==> src/core/fsr_pkg.sv <==
package fsr_pkg;

    // index of the designated edge within a drive/sample cycle of the wired-or lines
    localparam int unsigned PHASE_W = 2;
    localparam logic [1:0] DRIVE_PHASE = 2'h0;
    localparam logic [1:0] SAMPLE_PHASE = 2'h2;
    localparam logic [1:0] PHASE_LAST = 2'h3;

    // power-on straps
    typedef struct packed {
        logic reinit_drive_en;
        logic reinit_observe_en;
    } fsr_strap_t;

    // requests from the processor bus unit
    typedef struct packed {
        logic bus_error;
        logic cannot_accept;
        logic want_issue;
    } fsr_req_t;

    // open-drain pin as two signals
    typedef struct packed {
        logic o;
        logic oe;
    } fsr_od_t;

    // outward control to the bus unit
    typedef struct packed {
        logic reset_lock_track;
        logic reset_arb_fsm;
        logic rearbitrate;
        logic issue_ok;
        logic stalled;
        logic reinit_seen;
    } fsr_ctl_t;

    typedef enum logic [2:0] {
        FSR_IDLE = 3'h1,
        FSR_REARB = 3'h2,
        FSR_DRAIN = 3'h4
    } fsr_state_t;

endpackage

==> src/core/fsr_stall_reinit.sv <==
// Function
// - one bus clock launches and captures everything
// - all timing on bus clock rising edge
// - drive reinit on bus error when enabled
// - asserted reinit means bus info untrusted
// - observed reinit resets lock and arbitration
// - in-order queue and trackers left untouched
// - after reinit re-arbitrate then drain queues
// - reinit line is wired-or shared
// - reinit driven and sampled on designated edges
// - unable to accept asserts block-next-request
// - no new transaction while bus stalled
// - block-next-request line is wired-or shared
// - block-next-request on designated edges only
module fsr_stall_reinit (
    input wire logic bus_clock_positive_leg,
    input wire logic arst_n,
    input wire logic clk_en,
    input wire fsr_pkg::fsr_strap_t strap,
    input wire fsr_pkg::fsr_req_t req,
    input wire logic arb_granted,
    input wire logic queues_empty,
    input wire logic bus_reinit_n_i,
    output fsr_pkg::fsr_od_t bus_reinit_n_o,
    input wire logic block_next_request_n_i,
    output fsr_pkg::fsr_od_t block_next_request_n_o,
    output fsr_pkg::fsr_ctl_t ctl
);

    logic [1:0] phase_reg;
    logic strap_done_reg;
    fsr_pkg::fsr_strap_t strap_reg;
    logic err_pend_reg;
    logic reinit_drv_reg;
    logic bnr_drv_reg;
    logic reinit_smp_reg;
    logic bnr_smp_reg;
    logic reinit_pulse_reg;
    fsr_pkg::fsr_state_t state_reg;
    fsr_pkg::fsr_state_t state_next;
    logic drive_edge;
    logic sample_edge;

    assign drive_edge = (phase_reg == fsr_pkg::DRIVE_PHASE);
    assign sample_edge = (phase_reg == fsr_pkg::SAMPLE_PHASE);

    // everything runs on the positive bus clock leg rising edge
    always_ff @(posedge bus_clock_positive_leg or negedge arst_n) begin
        if (!arst_n) begin
            phase_reg <= 2'h0;
        end else if (clk_en) begin
            phase_reg <= (phase_reg == fsr_pkg::PHASE_LAST) ? 2'h0 : phase_reg + 2'h1;
        end
    end

    // straps caught on the first enabled edge after reset release
    always_ff @(posedge bus_clock_positive_leg or negedge arst_n) begin
        if (!arst_n) begin
            strap_done_reg <= 1'b0;
            strap_reg <= '0;
        end else if (clk_en && !strap_done_reg) begin
            strap_done_reg <= 1'b1;
            strap_reg <= strap;
        end
    end

    // bus error held until launched on a drive edge; a new error wins over the clear
    always_ff @(posedge bus_clock_positive_leg or negedge arst_n) begin
        if (!arst_n) begin
            err_pend_reg <= 1'b0;
        end else if (clk_en) begin
            if (req.bus_error && strap_reg.reinit_drive_en) begin
                err_pend_reg <= 1'b1;
            end else if (drive_edge) begin
                err_pend_reg <= 1'b0;
            end
        end
    end

    // pin drivers change only on drive edges
    always_ff @(posedge bus_clock_positive_leg or negedge arst_n) begin
        if (!arst_n) begin
            reinit_drv_reg <= 1'b0;
            bnr_drv_reg <= 1'b0;
        end else if (clk_en && drive_edge) begin
            reinit_drv_reg <= err_pend_reg && strap_reg.reinit_drive_en;
            bnr_drv_reg <= req.cannot_accept;
        end
    end

    // open drain: output level always low, enable pulls the wired-or
    assign bus_reinit_n_o.o = 1'b0;
    assign bus_reinit_n_o.oe = reinit_drv_reg;
    assign block_next_request_n_o.o = 1'b0;
    assign block_next_request_n_o.oe = bnr_drv_reg;

    // sampled only on sample edges; low from any agent reads asserted
    always_ff @(posedge bus_clock_positive_leg or negedge arst_n) begin
        if (!arst_n) begin
            reinit_smp_reg <= 1'b0;
            bnr_smp_reg <= 1'b0;
            reinit_pulse_reg <= 1'b0;
        end else if (clk_en) begin
            reinit_pulse_reg <= 1'b0;
            if (sample_edge) begin
                reinit_smp_reg <= !bus_reinit_n_i;
                bnr_smp_reg <= !block_next_request_n_i;
                reinit_pulse_reg <= !bus_reinit_n_i && strap_reg.reinit_observe_en;
            end
        end
    end

    // recovery sequence; queue contents are never cleared here
    always_comb begin
        state_next = state_reg;
        unique case (state_reg)
            fsr_pkg::FSR_IDLE: begin
                if (reinit_pulse_reg) begin
                    state_next = fsr_pkg::FSR_REARB;
                end
            end
            fsr_pkg::FSR_REARB: begin
                // a fresh reinit restarts arbitration even if a grant arrives with it
                if (reinit_pulse_reg) begin
                    state_next = fsr_pkg::FSR_REARB;
                end else if (arb_granted) begin
                    state_next = fsr_pkg::FSR_DRAIN;
                end
            end
            fsr_pkg::FSR_DRAIN: begin
                if (reinit_pulse_reg) begin
                    state_next = fsr_pkg::FSR_REARB;
                end else if (queues_empty) begin
                    state_next = fsr_pkg::FSR_IDLE;
                end
            end
            default: state_next = fsr_pkg::FSR_IDLE;
        endcase
    end

    always_ff @(posedge bus_clock_positive_leg or negedge arst_n) begin
        if (!arst_n) begin
            state_reg <= fsr_pkg::FSR_IDLE;
        end else if (clk_en) begin
            state_reg <= state_next;
        end
    end

    always_comb begin
        ctl.reset_lock_track = reinit_pulse_reg;
        ctl.reset_arb_fsm = reinit_pulse_reg;
        ctl.rearbitrate = (state_reg == fsr_pkg::FSR_REARB);
        ctl.stalled = bnr_smp_reg;
        // no issue while stalled or while re-arbitrating
        ctl.issue_ok = req.want_issue && !bnr_smp_reg && (state_reg != fsr_pkg::FSR_REARB);
        ctl.reinit_seen = reinit_smp_reg;
    end

endmodule

==> config.mk <==
export PLATFORM = sky130hd
export DESIGN_NAME = fsr_stall_reinit
export DESIGN_NICKNAME = d
export VERILOG_FILES = /design/src/core/fsr_pkg.sv /design/src/core/fsr_stall_reinit.sv
export SDC_FILE = /design/constraint.sdc
export NUM_CORES = 1
export LEC_CHECK = 0
export ABC_AREA = 1
export BUFFER_PORTS_ARGS = -buffer_cell sky130_fd_sc_hd__clkbuf_2
export CORE_MARGIN = 5
export CORE_UTILIZATION = 47
export CTS_BUF_LIST = sky130_fd_sc_hd__clkbuf_2 sky130_fd_sc_hd__clkbuf_4 sky130_fd_sc_hd__clkbuf_8
export DETAILED_ROUTE_END_ITERATION = 10
export PLACE_DENSITY_LB_ADDON = 0.25
export SLEW_MARGIN = 20
export SYNTH_ARGS = -nofsm -noshare
export SYNTH_HDL_FRONTEND = slang
export SYNTH_SLANG_ARGS = --single-unit
export TNS_END_PERCENT = 10
==> constraint.sdc <==
create_clock -name bus_clock_positive_leg -period 1.17 [get_ports bus_clock_positive_leg]
set_input_delay 0.1755 -clock bus_clock_positive_leg [delete_from_list [all_inputs] [get_ports bus_clock_positive_leg]]
set_output_delay 0.1755 -clock bus_clock_positive_leg [all_outputs]
set_load 0.01 [all_outputs]
==> impl_metrics.toml, run 1 <==
[global_route]
grt_pass1_wl_mm = 2.54
grt_usage = 0.128
antenna_found_initial = 0
grt_pass1_vias = 592
grt_max_degree = 15
gr-total-overflow = 0

[logic_synthesis]
ys.warnings.count = 0
synth.most_common_cell = "nand2_1"
synth-seq-cells = 14
synth.distinct_cells = 24
synth_top_cells_by_count = "nand2_1 (21), dfrtp_1 (13), inv_1 (9)"
synth_edf_count = 0
yosys_most_used_dff = "dfrtp_1"
syn_area_per_cell_um2 = 8.93
ys_seq_area_frac = 0.452
yosys.area.top_type_share = 0.419
syn_inst = 87
synthArstFlopShare = 1.00
syn-cell-area_um2 = 777
synth.area.top_cells = "dfrtp_1 (42%), nand2_1 (10%), buf_4 (7.7%)"
yosys.area.top_type = "dfrtp_1"

[setup_path]
crit_type = "flip-flop to output port"
critPathLaunchType = "flip-flop"
crit_path_end_kind = "output port"
cp_max_fo = 3
worstPathRequired_ns = 0.99
cp.arrival_ns = 1.19

[route]
vias_per_cell = 4.97
drtIter0Drc = 1
drcViolationCount = 0
first_pass_iters = 2
avgRoutedWirePerCell_um = 11.5
vias = 621
routed_wl_mm = 1.43
drt.antenna.violating_nets = 0

[outcome]
outcome = "finished with violations"
violations = "negative setup slack"

[run]
cap_violations = 0

[sta]
fin_skew_ns = 0.00307
max_freq_mhz = 733
hold_viol = 0
fin_crit_ns = 1.36
drv_slew = 0
final.setup.worst_slack_ns = -0.193
rsz0062_at_grt = "true"
finalSetupViolations = 5
final.period_utilization = 1.17

[pwr]
total_power_w = 0.00201
cellPowerDensity_nw_per_um2 = 2150
ir_drop_uv = 1030
leakagePower_nw = 0.528

[clocking]
cts_root_buf = "clkbuf_4"
clk_pin_slew_ns = 0.09
ctsHtreeMaxLevel = 1
cts_sinks = 14
clk_path_buf_depth = 2
cts_tree = "built"
cts_buffers = 3
worst_skew_pair.late_latency_ns = 0.28

[floorplan]
start_util = 0.504
dieArea_um2 = 2570
rows = 14
die_x_um = 50.7
fp.dieH_um = 50.7
core-area_um2 = 1540
io_pins = 22

[final_layout]
largest_reg_flops = 3
final.fill_count = 141
finalNetCount = 125
synthToLayoutAreaGrowth_pct = 20.1
antenna_cells = 0
layout-drive-gt1-share = 0.413
fin_util = 0.606

[placed_design]
gp_congestion = 0.820
port_buffers = 19
dp_hpwl_mm = 1.06

[hold_path]
hold_path_class = "primary input to flip-flop"
cell usage in the layout (no fill, tap or decap), types with 3 or more instances in the layout:
| master | Yosys | layout |
|---|---|---|
| o21ai_0 | 5 | 5 |
| nor2_1 | 4 | 4 |
| inv_1 | 9 | 8 |
| clkbuf_4 | 0 | 3 |
| nand2_1 | 21 | 19 |
| buf_4 | 8 | 6 |
| ha_1 | 3 | 3 |
| clkbuf_2 | 0 | 19 |
| nand2_2 | 1 | 3 |
| o21bai_1 | 3 | 3 |
| inv_2 | 2 | 3 |
| dfrtp_1 | 13 | 12 |
logic make-up (layout without fill, tap and decap cells):
| group | count (synthesis) | count (layout) | share of synthesized area |
|---|---|---|---|
| AOI/OAI and AO/OA | 12 | 12 | 0.0998 |
| and+or+nand+nor | 35 | 35 | 0.221 |
| adders and majority gates | 3 | 3 | 0.0483 |
| DFF | 14 | 14 | 0.452 |
| muxes | 2 | 2 | 0.0290 |
| buffers and inverters | 20 | 41 | 0.145 |
| other | 1 | 2 | 0.00483 |
area by class of cell:
type	instances	area, um2	share of cell area
inverter	11	41.3	0.0442
clock buffer	4	36.3	0.0389
sequential	14	353	0.378
multi-input combinational	54	333	0.357
tap	16	20.0	0.0214
timing repair buffer	26	150	0.161
final timing paths:
path | start | end | slack, ns | depth (start not counted)
max | state_reg[0] | ctl[2] | -0.19 | 5
min | block_next_request_n_i | bnr_smp_reg | 0.07 | 2
max reg2reg | state_reg[0] | state_reg[1] | -0.07 | 6
min reg2reg | strap_done_reg | strap_done_reg | 0.46 | 2
max in group asynchronous | arst_n | state_reg[0] | 0.55 | 2
min in group asynchronous | arst_n | phase_reg[0] | 0.32 | 2
where the power goes:
group,switching [W],leakage [nW],internal (W)
registers,0.0000949,0.170,0.000636
logic,0.000505,0.338,0.000421
clock network,0.000161,0.0210,0.000189
total,0.000761,0.528,0.00125
per-stage QoR:
step / std cells / instance area, um2 / hold WS, ns / setup TNS (ns) / setup slack (ns)
after floorplan: 88 / 781 / -0.120 / 0 / 0.0250
after global placement: 117 / 847 / 0.0962 / 0 / 0.0121
after detailed placement: 117 / 847 / 0.0986 / -0.0154 / -0.0124
after CTS: 124 / 921 / 0.0636 / -0.502 / -0.215
after global routing: 125 / 933 / 0.0683 / -0.906 / -0.287
final: 125 / 933 / 0.0739 / -0.484 / -0.193
metal layers:
layer / global-route usage / wire [um] / vias to the layer above
met5: 0 / 0 / -
met4: 0.0766 / 31 / 0
met3: 0.0266 / 86 / 4
met2: 0.207 / 705 / 16
met1: 0.155 / 610 / 290
li1: - / - / 311
critical path: stages, from the launching register on:
cell and delay [ns]:
dfstp_2 0.54, nor2_2 0.05, nand2_2 0.07, nand3b_1 0.07
inv_1 0.05, clkbuf_2 0.12
timing repair:
item                                    in CTS  in global routing
buffers inserted                             2                  1
resized for setup                            3                  3
pin swaps                                    1                  1
endpoints found under the setup margin       3                  9
endpoints found under the hold margin       13                  0
hold buffers                                 1                  0
Power figures use the tool's default switching activity.
==> run 2, diff against run 1 <==
Settings changed: MAX_ROUTING_LAYER set to met4.
==> impl_metrics.toml, run 2 (synthesis results as in run 1) <==
[route]
vias = 621
drcViolationCount = 0
avgRoutedWirePerCell_um = 11.5
routed_wl_mm = 1.43
drtIter0Drc = 1
first_pass_iters = 2
vias_per_cell = 4.97
drt.antenna.violating_nets = 0

[floorplan]
dieArea_um2 = 2570
core-area_um2 = 1540
rows = 14
start_util = 0.504
fp.dieH_um = 50.7
io_pins = 22
die_x_um = 50.7

[sta]
final.period_utilization = 1.17
hold_viol = 0
max_freq_mhz = 733
finalSetupViolations = 5
drv_slew = 0
final.setup.worst_slack_ns = -0.194
fin_crit_ns = 1.36
fin_skew_ns = 0.00312
rsz0062_at_grt = "true"

[setup_path]
worstPathRequired_ns = 0.99
critPathLaunchType = "flip-flop"
crit_type = "flip-flop to output port"
crit_path_end_kind = "output port"
slowest_stage = "dfstp_2"
cp_max_fo = 3
critical_path.max_stage_delay_ns = 0.54
crit_path_cell_trace = "nor2_2 > nand2_2 > nand3b_1 > inv_1 > clkbuf_2"
cp.arrival_ns = 1.19

[clocking]
cts_buffers = 3
cts_root_buf = "clkbuf_4"
clk_pin_slew_ns = 0.09
cts_sinks = 14
clk_path_buf_depth = 2
worst_skew_pair.late_latency_ns = 0.28
ctsHtreeMaxLevel = 1
cts_tree = "built"

[pwr]
ir_drop_uv = 1030
total_power_w = 0.00201
leakagePower_nw = 0.528
cellPowerDensity_nw_per_um2 = 2150

[global_route]
grt_pass1_vias = 592
antenna_found_initial = 0
gr-total-overflow = 0
grt_max_degree = 15
grt_usage = 0.132
grt_pass1_wl_mm = 2.55

[placed_design]
port_buffers = 19
dp_hpwl_mm = 1.06
gp_congestion = 0.833
place_ws_ns = -0.0124

[final_layout]
antenna_cells = 0
synthToLayoutAreaGrowth_pct = 20.1
final.fill_count = 141
finalNetCount = 125
layout-drive-gt1-share = 0.413
mostFrequentLayoutCells = "nand2_1 (19), clkbuf_2 (19), dfrtp_1 (12)"
fin_util = 0.606
largest_reg_flops = 3

[hold_path]
hold_path_class = "primary input to flip-flop"

[run]
cap_violations = 0

[outcome]
outcome = "finished with violations"
violations = "negative setup slack"
run 2: cell counts in the layout (fill, tap and decap cells not counted):
No cell type changed its count.
run 2: final timing paths:
path	depth (start not counted)	start	slack, ns	end
worst max-delay path	5	state_reg[0]	-0.19	ctl[2]
worst min-delay path	2	block_next_request_n_i	0.07	bnr_smp_reg
worst max register to register	6	state_reg[0]	-0.07	state_reg[1]
worst min register to register	2	strap_done_reg	0.46	strap_done_reg
max in group asynchronous	2	arst_n	0.55	state_reg[0]
min in group asynchronous	2	arst_n	0.32	phase_reg[0]
run 2: per-layer routing:
layer	up-vias	GRT usage	routed length, um
li1	311	-	-
met1	290	0.155	610
met2	16	0.207	705
met3	4	0.0266	86
met4	0	0.0766	31
met5	-	-	0
run 2: area by class of cell:
class,count,area [um2],share of cell area
flip-flops and latches,14,353,0.378
multi-input cells,54,333,0.357
repair buffers,26,150,0.161
inverters,11,41.3,0.0442
clock buffers,4,36.3,0.0389
well taps,16,20.0,0.0214
run 2: per-stage QoR:
stage,hold slack (ns),std cells,area [um2],TNS [ns]
after floorplan,-0.120,88,781,0
after global placement,0.0962,117,847,0
after detailed placement,0.0986,117,847,-0.0154
after CTS,0.0636,124,921,-0.502
after global routing,0.0683,125,933,-0.906
final,0.0738,125,933,-0.484
run 2: timing repair:
item,in CTS,in global routing
endpoints found under the setup margin,3,9
buffers inserted,2,1
endpoints found under the hold margin,13,0
hold buffers,1,0
gates resized for setup,3,3
pin swaps,1,1
run 2: power by group:
part | internal [W] | switching (W)
logic | 0.000421 | 0.000505
registers | 0.000636 | 0.0000949
clock network | 0.000189 | 0.000161
total | 0.00125 | 0.000761
run 2: critical path, delay by kind of cell, from the launching register on:
kind                   cells  cell delay, ns
and+or+nand+nor            3            0.19
buffers and inverters      2            0.17
DFF                        1            0.54
==> run 3, diff against run 2 <==
Settings changed: CORE_UTILIZATION 47 to 44, CTS_BUF_LIST sky130_fd_sc_hd__clkbuf_2 sky130_fd_sc_hd__clkbuf_4 sky130_fd_sc_hd__clkbuf_8 to sky130_fd_sc_hd__clkbuf_8 sky130_fd_sc_hd__clkbuf_16.
==> impl_metrics.toml, run 3 (synthesis results as in run 1) <==
[floorplan]
core-area_um2 = 1710
rows = 15
start_util = 0.455
dieArea_um2 = 2710
fp.dieH_um = 52.0
die_x_um = 52.0
io_pins = 22

[clocking]
cts_root_buf = "clkbuf_8"
worst_skew_pair.late_latency_ns = 0.25
cts_sinks = 14
cts_buffers = 3
clk_pin_slew_ns = 0.06
ctsHtreeMaxLevel = 1
clk_path_buf_depth = 2
cts_tree = "built"

[pwr]
leakagePower_nw = 0.534
clkPwrFrac = 0.190
netSwitchingFraction = 0.367
ir_drop_uv = 1000
total_power_w = 0.00207
p_int_w = 0.00131
seq_power_share = 0.354
cellPowerDensity_nw_per_um2 = 2150
p_switching_w = 0.000759
share_comb_of_total_power = 0.457

[final_layout]
largest_reg_flops = 3
layout-drive-gt1-share = 0.418
finalNetCount = 126
fin_cells = 135
layout_commonest_cell = "nand2_1"
synthToLayoutAreaGrowth_pct = 23.5
antenna_cells = 0
final_area_um2 = 960
mostFrequentLayoutCells = "nand2_1 (19), clkbuf_2 (18), dfrtp_1 (12)"

[placed_design]
dpl.cell_count = 128
dp_hpwl_mm = 1.04
gp_congestion = 0.870
dpl_cell_area_um2 = 873
port_buffers = 19

[setup_path]
worstPathRequired_ns = 0.99
crit_type = "flip-flop to output port"
crit_path_end_kind = "output port"
critPathLaunchType = "flip-flop"
cp.arrival_ns = 1.12
cp_max_fo = 3

[sta]
drv_slew = 0
hold_viol = 0
finalSetupViolations = 5
setup-tns-final_ns = -0.302
max_freq_mhz = 771
fin_crit_ns = 1.30
rsz0062_at_grt = "true"
fin_skew_ns = 0.00710
final.period_utilization = 1.11
final.setup.worst_slack_ns = -0.127

[route]
drtIter0Drc = 11
routed_wl_mm = 1.36
first_pass_iters = 4
vias_per_cell = 4.44
drt.antenna.violating_nets = 0
vias = 599
drcViolationCount = 0
avgRoutedWirePerCell_um = 10.1

[global_route]
antenna_found_initial = 0
grt_pass1_wl_mm = 2.50
grt_usage = 0.127
gr-total-overflow = 0
grt_max_degree = 15
grt_pass1_vias = 592

[run]
cap_violations = 0

[outcome]
violations = "negative setup slack"
outcome = "finished with violations"

[hold_path]
hold_path_class = "primary input to flip-flop"
## run 3: worst paths after layout
path	startpoint	end	slack, ns	cells past startpoint
min in group asynchronous	arst_n	bnr_smp_reg	0.37	2
worst min register to register	strap_done_reg	strap_done_reg	0.45	2
worst max register to register	state_reg[0]	state_reg[1]	-0.05	6
max in group asynchronous	arst_n	state_reg[0]	0.50	2
worst max-delay path	state_reg[0]	ctl[2]	-0.13	5
worst min-delay path	block_next_request_n_i	bnr_smp_reg	0.13	2
## run 3: cell type report
| cell class | count | area, um2 |
|---|---|---|
| Fill cell | 161 | 748 |
| Timing Repair Buffer | 27 | 158 |
| Clock inverter | 1 | 3.75 |
| Tap cell | 25 | 31.3 |
| Multi-Input combinational cell | 54 | 332 |
| Clock buffer | 3 | 41.3 |
| Sequential cell | 14 | 353 |
| Inverter | 11 | 41.3 |
## run 3: power by group through the flow
| stage | Combinational [W] | Clock, W | Sequential (W) |
|---|---|---|---|
| floorplan | 0.000636 | 0 | 0.000734 |
| global placement | 0.000845 | 0 | 0.000741 |
| detailed placement | 0.000847 | 0 | 0.000742 |
| CTS | 0.000940 | 0.000409 | 0.000729 |
| global route | 0.00107 | 0.000439 | 0.000753 |
| finish | 0.000943 | 0.000392 | 0.000730 |
## run 3: per-layer routing
metal | part of all wire | track usage
met5 | 0 | -
met1 | 0.47 | 0.156
met2 | 0.43 | 0.197
met3 | 0.076 | 0.0344
met4 | 0.021 | 0.0524
## run 3: repair_timing
action | CTS | global route
pin swaps | 2 | 1
buffers inserted | 2 | 0
hold endpoints to repair | 13 | 0
setup endpoints to repair | 3 | 9
hold buffers | 1 | 0
resized for setup | 4 | 4
## run 3: per-stage QoR
stage,utilization,worst slack (ns),hold WS (ns)
finish,0.562,-0.127,0.131
global route,0.562,-0.206,0.147
CTS,0.558,-0.159,0.130
detailed placement,0.511,-0.00585,0.101
global placement,0.511,0.0227,0.0951
floorplan,-,0.0250,-0.120
## run 3: worst max-delay path, stage by stage, from the launching register on
cell and delay (ns):
dfstp_2 0.53, nor2_2 0.05, nand2_2 0.07, nand3b_1 0.07
inv_1 0.05, buf_2 0.12
